<file path="config.mk">
export PLATFORM = sky130hd
export DESIGN_NAME = gpc_port
export DESIGN_NICKNAME = d
export VERILOG_FILES = /design/src/shared/gpc_pkg.sv /design/src/design/gpc_port.sv /design/src/design/gpc_sync.sv
export VERILOG_INCLUDE_DIRS = /design/src /design/src/shared
export SDC_FILE = /design/constraint.sdc
export NUM_CORES = 1
export LEC_CHECK = 0
export BUFFER_PORTS_ARGS = -buffer_cell sky130_fd_sc_hd__buf_4
export CORE_ASPECT_RATIO = 2
export CORE_MARGIN = 4
export CORE_UTILIZATION = 54
export CTS_BUF_LIST = sky130_fd_sc_hd__clkbuf_8
export DETAILED_ROUTE_END_ITERATION = 7
export HOLD_SLACK_MARGIN = 0.08
export MAX_ROUTING_LAYER = met4
export PLACE_DENSITY = 0.87
export SLEW_MARGIN = 20
export SYNTH_ARGS = -nofsm -noshare
export SYNTH_HDL_FRONTEND = slang
export SYNTH_SLANG_ARGS = --single-unit
</file>
<file path="constraint.sdc">
create_clock -name clock_i -period 3.7 [get_ports clock_i]
set_clock_uncertainty 0.15 [all_clocks]
set_input_delay 0.37 -clock clock_i [delete_from_list [all_inputs] [get_ports clock_i]]
set_output_delay 0.37 -clock clock_i [all_outputs]
set_load 0.1 [all_outputs]
</file>
<file path="src/shared/gpc_defines.svh">
// register offsets, reset values and sense encodings for the pin control port
`ifndef GPC_DEFINES_SVH
`define GPC_DEFINES_SVH
`define GPC_OFF_DATA 12'h000
`define GPC_OFF_DIR 12'h004
`define GPC_OFF_OPT 12'h008
`define GPC_OFF_SENSE 12'h00C
`define GPC_OFF_PEND 12'h010
`define GPC_OFF_ACK 12'h014
`define GPC_OFF_GROUP 12'h018
`define GPC_RST_DATA 8'hFF
`define GPC_RST_DIR 8'h00
`define GPC_RST_OPT 8'h00
`define GPC_RST_SENSE 4'h0
`define GPC_SENSE_RISE 1'b1
`define GPC_SENSE_FALL 1'b0
`endif

</file>
<file path="src/shared/gpc_pkg.sv">
// types for the pin control port
package gpc_pkg;
   typedef logic [7:0] gpc_byte_t;
   typedef logic [3:0] gpc_vec_t;
endpackage

</file>
<file path="src/design/gpc_port.sv">
// general purpose pin port with external interrupt edge detection, APB slave
//
// Contract
// (RULE_01) eight pins, bit x controls pin x
// (RULE_02) input mode reads the pin level
// (RULE_03) input-mode latch write leaves pin alone
// (RULE_04) software avoids bit set/clear on latch
// (RULE_05) input option bit selects pull-up
// (RULE_06) input option bit enables pin interrupt
// (RULE_07) per-vector rising or falling sensitivity
// (RULE_08) pins on one vector are ANDed
// (RULE_09) vector fetch clears pending latch
// (RULE_10) sensitivity change clears pending latch
// (RULE_11) disabled pin feeds one to detector
// (RULE_12) software safe enable sequence
// (RULE_13) software safe disable sequence
// (RULE_14) output mode drives latch, reads latch
// (RULE_15) output option selects push-pull/open-drain
// (RULE_16) alternate output overrides direction/option
// (RULE_17) floating input before alternate input
// (RULE_18) input with alt output reads alt output
// (RULE_19) output with alt input sees latch
// (RULE_20) floating input before analog use
// (RULE_21) pin inputs pass two-stage synchroniser
`timescale 1ns/10ps
`include "gpc_defines.svh"
module gpc_port import gpc_pkg::*; #(
   parameter int NPINS = 8,
   parameter int NVEC = 4
) (
   // clock and reset
   input wire logic clock_i,
   input wire logic sys_rst_i,
   // apb slave
   input wire logic psel_i,
   input wire logic penable_i,
   input wire logic pwrite_i,
   input wire logic [11:0] paddr_i,
   input wire logic [31:0] pwdata_i,
   output logic [31:0] prdata_o,
   output logic pready_o,
   output logic pslverr_o,
   // pins
   input wire logic [NPINS-1:0] pin_i,
   output logic [NPINS-1:0] pin_o,
   output logic [NPINS-1:0] pin_oe_o,
   output logic [NPINS-1:0] pin_pullup_o,
   // peripheral alternate functions
   input wire logic [NPINS-1:0] alt_out_en_i,
   input wire logic [NPINS-1:0] alt_out_i,
   input wire logic [NPINS-1:0] alt_in_en_i,
   output logic [NPINS-1:0] alt_in_o,
   // interrupt vectors
   input wire logic [NVEC-1:0] vec_fetch_i,
   output logic [NVEC-1:0] irq_req_o
);
   typedef struct packed {
      logic [NPINS-1:0] latch;
      logic [NPINS-1:0] dir;
      logic [NPINS-1:0] opt;
      logic [NVEC-1:0] sense;
      logic [NVEC-1:0] pend;
      logic [NVEC-1:0] det_prev;
      logic [NPINS*2-1:0] group;
      logic [31:0] rdata;
   } gpc_state_t;

   gpc_state_t s_q;
   gpc_state_t s_d;
   logic [NPINS-1:0] pin_sync;
   logic [NPINS-1:0] det_in;
   logic [NVEC-1:0] vec_level;
   logic [NVEC-1:0] vec_event;
   logic [NPINS-1:0] data_view;
   logic wr_en;
   logic rd_en;
   logic addr_ok;

   gpc_sync #(
      .WIDTH(NPINS)
   ) u_sync (
      .clock_i(clock_i),
      .sys_rst_i(sys_rst_i),
      .async_i(pin_i),
      .sync_o(pin_sync) // RULE_21
   );

   // pad control per pin
   genvar gi;
   generate
      for (gi = 0; gi < NPINS; gi++) begin : g_pin
         always_comb begin
            if (alt_out_en_i[gi]) begin
               pin_oe_o[gi] = 1'b1; // RULE_16
               pin_o[gi] = alt_out_i[gi];
               pin_pullup_o[gi] = 1'b0;
            end else if (s_q.dir[gi]) begin
               // open drain only drives the low level
               pin_oe_o[gi] = s_q.opt[gi] | ~s_q.latch[gi]; // RULE_15
               pin_o[gi] = s_q.latch[gi]; // RULE_14
               pin_pullup_o[gi] = 1'b0;
            end else begin
               pin_oe_o[gi] = 1'b0; // RULE_03
               pin_o[gi] = 1'b0;
               pin_pullup_o[gi] = s_q.opt[gi]; // RULE_05
            end
            if (!s_q.dir[gi] && alt_out_en_i[gi]) begin
               data_view[gi] = alt_out_i[gi]; // RULE_18
            end else if (s_q.dir[gi]) begin
               data_view[gi] = s_q.latch[gi]; // RULE_14
            end else begin
               data_view[gi] = pin_sync[gi]; // RULE_02
            end
            // a peripheral whose input is switched off sees a steady low
            alt_in_o[gi] = alt_in_en_i[gi] &
               (s_q.dir[gi] ? s_q.latch[gi] : pin_sync[gi]); // RULE_19
            // disabled or output pins present a high level to the detector
            det_in[gi] = (!s_q.dir[gi] && s_q.opt[gi]) ? pin_sync[gi] : 1'b1; // RULE_11
         end
      end
   endgenerate

   // vector level: AND of its member pins, so a low pin masks the rest
   always_comb begin
      vec_level = '1;
      for (int p = 0; p < NPINS; p++) begin
         vec_level[s_q.group[p*2 +: 2]] = vec_level[s_q.group[p*2 +: 2]] & det_in[p]; // RULE_08
      end
   end

   generate
      for (gi = 0; gi < NVEC; gi++) begin : g_vec
         assign vec_event[gi] = (s_q.sense[gi] == `GPC_SENSE_RISE) ?
            (vec_level[gi] & ~s_q.det_prev[gi]) :
            (~vec_level[gi] & s_q.det_prev[gi]); // RULE_07
      end
   endgenerate

   assign addr_ok = (paddr_i == `GPC_OFF_DATA) || (paddr_i == `GPC_OFF_DIR) ||
      (paddr_i == `GPC_OFF_OPT) || (paddr_i == `GPC_OFF_SENSE) ||
      (paddr_i == `GPC_OFF_PEND) || (paddr_i == `GPC_OFF_ACK) ||
      (paddr_i == `GPC_OFF_GROUP);
   assign wr_en = psel_i & penable_i & pwrite_i & addr_ok;
   assign rd_en = psel_i & ~penable_i & ~pwrite_i;

   always_comb begin
      logic [NVEC-1:0] clr;
      clr = vec_fetch_i; // RULE_09
      s_d = s_q;
      s_d.det_prev = vec_level;
      if (wr_en) begin
         unique case (paddr_i)
            `GPC_OFF_DATA: s_d.latch = pwdata_i[NPINS-1:0]; // RULE_03
            `GPC_OFF_DIR: s_d.dir = pwdata_i[NPINS-1:0];
            `GPC_OFF_OPT: s_d.opt = pwdata_i[NPINS-1:0]; // RULE_06
            `GPC_OFF_SENSE: begin
               s_d.sense = pwdata_i[NVEC-1:0];
               clr = clr | (s_q.sense ^ pwdata_i[NVEC-1:0]); // RULE_10
            end
            `GPC_OFF_ACK: clr = clr | pwdata_i[NVEC-1:0];
            `GPC_OFF_GROUP: s_d.group = pwdata_i[NPINS*2-1:0];
            default: ;
         endcase
      end
      // a new edge in the clearing cycle survives
      s_d.pend = (s_q.pend & ~clr) | vec_event; // RULE_06
      if (rd_en) begin
         s_d.rdata = '0;
         if (paddr_i == `GPC_OFF_DATA) s_d.rdata[NPINS-1:0] = data_view;
         if (paddr_i == `GPC_OFF_DIR) s_d.rdata[NPINS-1:0] = s_q.dir;
         if (paddr_i == `GPC_OFF_OPT) s_d.rdata[NPINS-1:0] = s_q.opt;
         if (paddr_i == `GPC_OFF_SENSE) s_d.rdata[NVEC-1:0] = s_q.sense;
         if (paddr_i == `GPC_OFF_PEND) s_d.rdata[NVEC-1:0] = s_q.pend;
         if (paddr_i == `GPC_OFF_GROUP) s_d.rdata[NPINS*2-1:0] = s_q.group;
      end
   end

   always_ff @(posedge clock_i or posedge sys_rst_i) begin
      if (sys_rst_i) begin
         s_q.latch <= `GPC_RST_DATA;
         s_q.dir <= `GPC_RST_DIR; // RULE_01
         s_q.opt <= `GPC_RST_OPT;
         s_q.sense <= `GPC_RST_SENSE;
         s_q.pend <= '0;
         s_q.det_prev <= '1;
         s_q.group <= '0;
         s_q.rdata <= '0;
      end else begin
         s_q <= s_d;
      end
   end

   assign prdata_o = s_q.rdata;
   assign pready_o = 1'b1;
   assign pslverr_o = psel_i & penable_i & ~addr_ok;
   assign irq_req_o = s_q.pend;
endmodule

</file>
<file path="src/design/gpc_sync.sv">
// two-stage synchroniser, one per pin
`timescale 1ns/10ps
module gpc_sync #(
   parameter int WIDTH = 8
) (
   // clock and reset
   input wire logic clock_i,
   input wire logic sys_rst_i,
   // data
   input wire logic [WIDTH-1:0] async_i,
   output logic [WIDTH-1:0] sync_o
);
   typedef struct packed {
      logic [WIDTH-1:0] meta;
      logic [WIDTH-1:0] stable;
   } gpc_sync_state_t;
   gpc_sync_state_t s_q;
   gpc_sync_state_t s_d;
   always_comb begin
      s_d.meta = async_i;
      s_d.stable = s_q.meta;
   end
   always_ff @(posedge clock_i or posedge sys_rst_i) begin
      if (sys_rst_i) begin
         s_q <= '0;
      end else begin
         s_q <= s_d;
      end
   end
   assign sync_o = s_q.stable;
endmodule

</file>
Word level (Yosys, flattened, before mapping). Index checks and enable logic that the tools add are counted.

Flip-flop bits (word level): 84. Output and inout port bits: 70. Word-level logic and storage cells: 264.

Magnitude comparators: 16. Eq/ne operators: 6. Muxes and demuxes: 123. Bitwise gates (word level): 65. Reductions and logical operators: 44.

Operator list (number): $mux W1 (92); $eq A12 B5 Y1 const B (3); $and A1 B1 Y1 (30); $bwmux W4 (7); $eq A12 B4 Y1 const B (2); $logic_and A1 B1 Y1 (24); $lt A2 B3 Y1 const B (8); $mux W8 (3); $not A1 Y1 (19); $bmux W1 S2 (8); $demux W1 S2 (8); $ge A2 B1 Y1 const B (8); $mux W16 (1); $or A4 B4 Y4 (4); $eq A12 B3 Y1 const B (1); $logic_not A12 Y1 (1); $mux W4 (3); $reduce_and A2 Y1 (5); $logic_not A1 Y1 (8); $not A4 Y4 (2); $or A1 B1 Y1 (8); $pmux W4 S2 (1); $logic_or A1 B1 Y1 (6); $and A4 B4 Y4 (1); $xor A4 B4 Y4 (1).

Logic depth before layout (Yosys ltp).
Word-level depth: 38. Mapped depth: 11. Depth with buffers taken out: 10.

Modules after synthesis. Synthesis repeated with hierarchy kept, for this count alone.

Cell total of the unflattened synthesis: 540. Area total of the unflattened synthesis: 5082.4 µm².

By module, submodules not included: gpc_port (times used 1, cells each 523, area each 4678.2 µm², seq. area each 1716.6 µm²); gpc_sync (times used 1, cells each 17, area each 404.1 µm², seq. area each 400.4 µm²).

Worst setup path before layout. OpenSTA, ideal clock, no wires.

Kind: register to output. Start point: reg s_q[70] (netlist bit). End point: out alt_in_o[2]. Arrival: 2809 ps. Required time: 3180 ps. Setup slack: 371 ps. Stages on the path, launching flop included: 4. Path buffers: 1. Path through: dfrtp_1 > buf_2 > nand2b_1 > a21boi_0.

Cells in the longest elaborated chain, start to end: 2.

RTL lines: start: declaration (RTL line gpc_port.sv:68) `gpc_state_t s_q;`; $mux W1 (RTL line gpc_port.sv:116) `(s_q.dir[gi] ? s_q.latch[gi] : pin_sync[gi]);`; $and A1 B1 Y1 (RTL line gpc_port.sv:115) `alt_in_o[gi] = alt_in_en_i[gi] &`; end: declaration (RTL line gpc_port.sv:52) `output logic [NPINS-1:0] alt_in_o,`.

Every way passes these cells.

==> impl_results.md <==
- Outcome: finished, final reports clean
- Worst Tran Pin Value: around 0.74 ns
- Core Area: a little over 9000 sq um
- Clock transition at path regs: 0.09 ns
- Grt ovf: 0
- Drt pass-1 iters: 6
- Max-cap violations: 0
- Post-synth top cells: 72 x dfrtp_1, 64 x nand2_1, 42 x mux2_2
- Non-filler cells, final: 743
- TNS Setup: 0 ns
- Final setup fails: 0
- Reg power frac: about 48%
- Reg-to-Reg End: irq_req_o[1]$_DFF_PP0_
- Initial antenna violation count: 0
- CP startpoint: s_q[68]$_DFFE_PP0P_
- CP Cell Sequence: nor4b_1 > a22oi_1 > nand3b_1 > nor2_1 > o31ai_4 > o211ai_1 > a41oi_1 > o221ai_2 > and2_4 > a311o_1
- Post-synth cell types: 67
- Vias in the first global route: about 4400
- CP Capture Point: irq_req_o[1]$_DFF_PP0_
- Initial core utilization: 55.6%
- Synth warn: 0
- # port buffers: roughly 120
- Comb power frac: about a fifth
- CTS Root Cell: clkbuf_8
- Pint: 1.35 mW
- DP Wirelength: 10700 um
- Setup crit end kind: register
- Avg Cell Area, Syn: 9.59 sq um
- Htree depth: 3
- P&R area growth vs syn: 22.3%
- Die width: between 70 and 80 um
- Final #Nets: ~720
- Pleak: approximately 3 nW
- GRT Overall Usage: 26.3%
- CTS sink cnt: 84
- Place WS: ~0.47 ns
- Worst hold path class: in -> reg
- Post-route minimum period: about 3.4 ns
- Ant. Diodes: 0
- Critical path's slowest cell: nor4b_1
- DP Cell Count: approximately 710
- Final Slew Violations: 0
- Crit Path Max Fanout: 9
- Switch share: between 30% and 40%
- Top-count cell post-synth: dfrtp_1
- GP Congestion: about 0.95
- Fin. Hold Viols: 0
- R2R setup slack: between 0.3 and 0.4 ns
- Post-synthesis sequential area ratio: between 40% and 50%
- Fmax: between 200 and 300 MHz
- Relative slew slack: 50.6%
- Routed len/inst: 18.6 um
- Largest net degree at the start of global routing: 37
- Share of cells above drive strength 1: roughly a third
- RSZ-0062 raised after global routing: false
- CTS tree: yes
- Number of synthesized flops with an enable pin: 0
- Top cells by area, synth: dfrtp_1 36%, mux2_2 9.4%, dfstp_2 6.3%
- Postcts setup bufs: 0
- PD cells: approximately 320 nW/um^2
- Top FF cell, synth: dfrtp_1
- Routed wire length: between 10000 and 15000 um
- Post-layout util: 68.0%
- Worst r2r path cells: 10
- Cell taking the most area after synthesis: dfrtp_1
- Synth top area share: between 30% and 40%
- Post-route DRC: 0
- Clock Latency Late Sink: 0.38 ns
- Netlist Area Pre-Place: 5040 sq um
- Reg-to-reg critical path startpoint: s_q[68]$_DFFE_PP0P_
- Die height: about 140 um
- Clk pwr share: between 30% and 40%
- Via Count: between 4000 and 5000
- Peak supply drop: approximately 0.26 mV
- Switching power: between 0.6 and 0.7 mW
- Post-DRT Antenna Nets: 0
- Ports: 155
- Worst endpoint required time: 3.82 ns
- TritonCTS Buffers: 9
- Tcrit/Tclk final: ~90%
- Pwr Total: between 1.5 and 2 mW
- First-pass GRT wire length: roughly 22000 um
- Iteration-0 DRC Markers: between 200 and 300
- Crit start category: register
- Critical Path AT: between 3 and 4 ns
- Synth Register Bits: between 80 and 90
- CTS max path bufs: 2
- Mapped Cells: between 500 and 600
- CP max stage delay: 0.59 ns
- Asr flop ratio synth: 100%
- Crit path kind: reg -> reg
- # rows: a little under 50
- Routed vias/inst: roughly 5.9
- Die Area: 11000 sq um
- Min setup slack post-route: 0.327 ns
-- layer usage --
layer	vias up	share of wire, %	track usage, %
met5	-	0	-
met4	0	4.3	16.7
met3	39	4.5	4.15
met2	173	56	48.1
met1	2087	35	25.9
li1	2052	-	-
-- flip-flops by register name (all words and copies together) (netlist names) --
signal,flops
u_sync.sync_o,8
irq_req_o,4
prdata_o,16
s_q,48
u_sync.s_d,8
-- metrics by stage --
step,instance area (sq um),hold slack (ns)
2_1_floorplan,5100,0.181
3_3_place_gp,5830,0.183
3_5_place_dp,5830,0.186
4_1_cts,6170,0.0806
5_1_grt,6170,0.0864
6_report,6170,0.0830
-- power groups by stage --
stage	clock [mW]	sequential, mW	combinational, mW
final	0.652	0.937	0.367
after global routing	0.700	0.939	0.385
after CTS	0.665	0.937	0.367
after detailed placement	0	0.955	0.354
after global placement	0	0.954	0.350
after floorplan	0	0.951	0.263
-- worst min-delay path by stage --
stage / from / to / slack (ns) / cells past startpoint
after floorplan: u_sync.s_d[0]$_DFF_PP0_ / u_sync.sync_o[0]$_DFF_PP0_ / 0.18 / 0
after global placement: u_sync.s_d[0]$_DFF_PP0_ / u_sync.sync_o[0]$_DFF_PP0_ / 0.18 / 0
after detailed placement: u_sync.s_d[1]$_DFF_PP0_ / u_sync.sync_o[1]$_DFF_PP0_ / 0.19 / 0
after CTS: pwdata_i[8] / s_q[40]$_DFFE_PP0P_ / 0.08 / 2
after global routing: pwdata_i[15] / s_q[47]$_DFFE_PP0P_ / 0.09 / 2
final: pwdata_i[8] / s_q[40]$_DFFE_PP0P_ / 0.08 / 2
-- kinds of logic after synthesis --
logic type             synth area share, %
flip-flops                            42.0
multiplexers                          11.8
XOR/XNOR                              2.08
other                                0.149
AO/OA/AOI/OAI                         16.8
buffers and inverters                 7.89
AND/OR/NAND/NOR                       19.3
-- critical path: cells and delay by family, from the launching register on --
kind	cells	cell delay, ns
AND/OR/NAND/NOR	4	1.18
AO/OA/AOI/OAI	6	1.48
flip-flops	1	0.47
-- repair_timing --
item,CTS,global route
hold buffers,15,0
resized for setup,0,0
hold endpoints to repair,44,0
endpoints found under the setup margin,0,0
-- area by class of cell --
type	instances	area, sq um
repair buffers	144	1120
clock inverters	6	56.3
fillers	725	2900
well taps	102	128
clock buffers	10	138
multi-input cells	390	2590
flip-flops and latches	84	2120
inverters	7	27.5
-- cell usage in the layout (no fill, tap or decap), drive strengths merged, types with 3 or more instances in the layout --
cell,netlist,layout
dfrtp,72,72
mux2,42,42
buf,44,129
inv,7,7
dfstp,12,12
conb,2,17
a222oi,7,7
a21boi,9,9
xor2,12,12
mux2i,12,12
and2,5,5
o31ai,8,8
a21oi,8,8
nand3b,3,3
clkbuf,16,10
nor2b,11,11
dlygate4sd3,0,15
clkinv,0,4
o211ai,9,9
nor4,3,3
nand3,15,15
nand2b,28,28
nor2,32,32
nand2,64,64
a21o,9,9
or3b,4,4
o21ai,37,37
nor3,6,6
nor3b,10,10
a22o,4,4
Power figures use the tool's default switching activity.
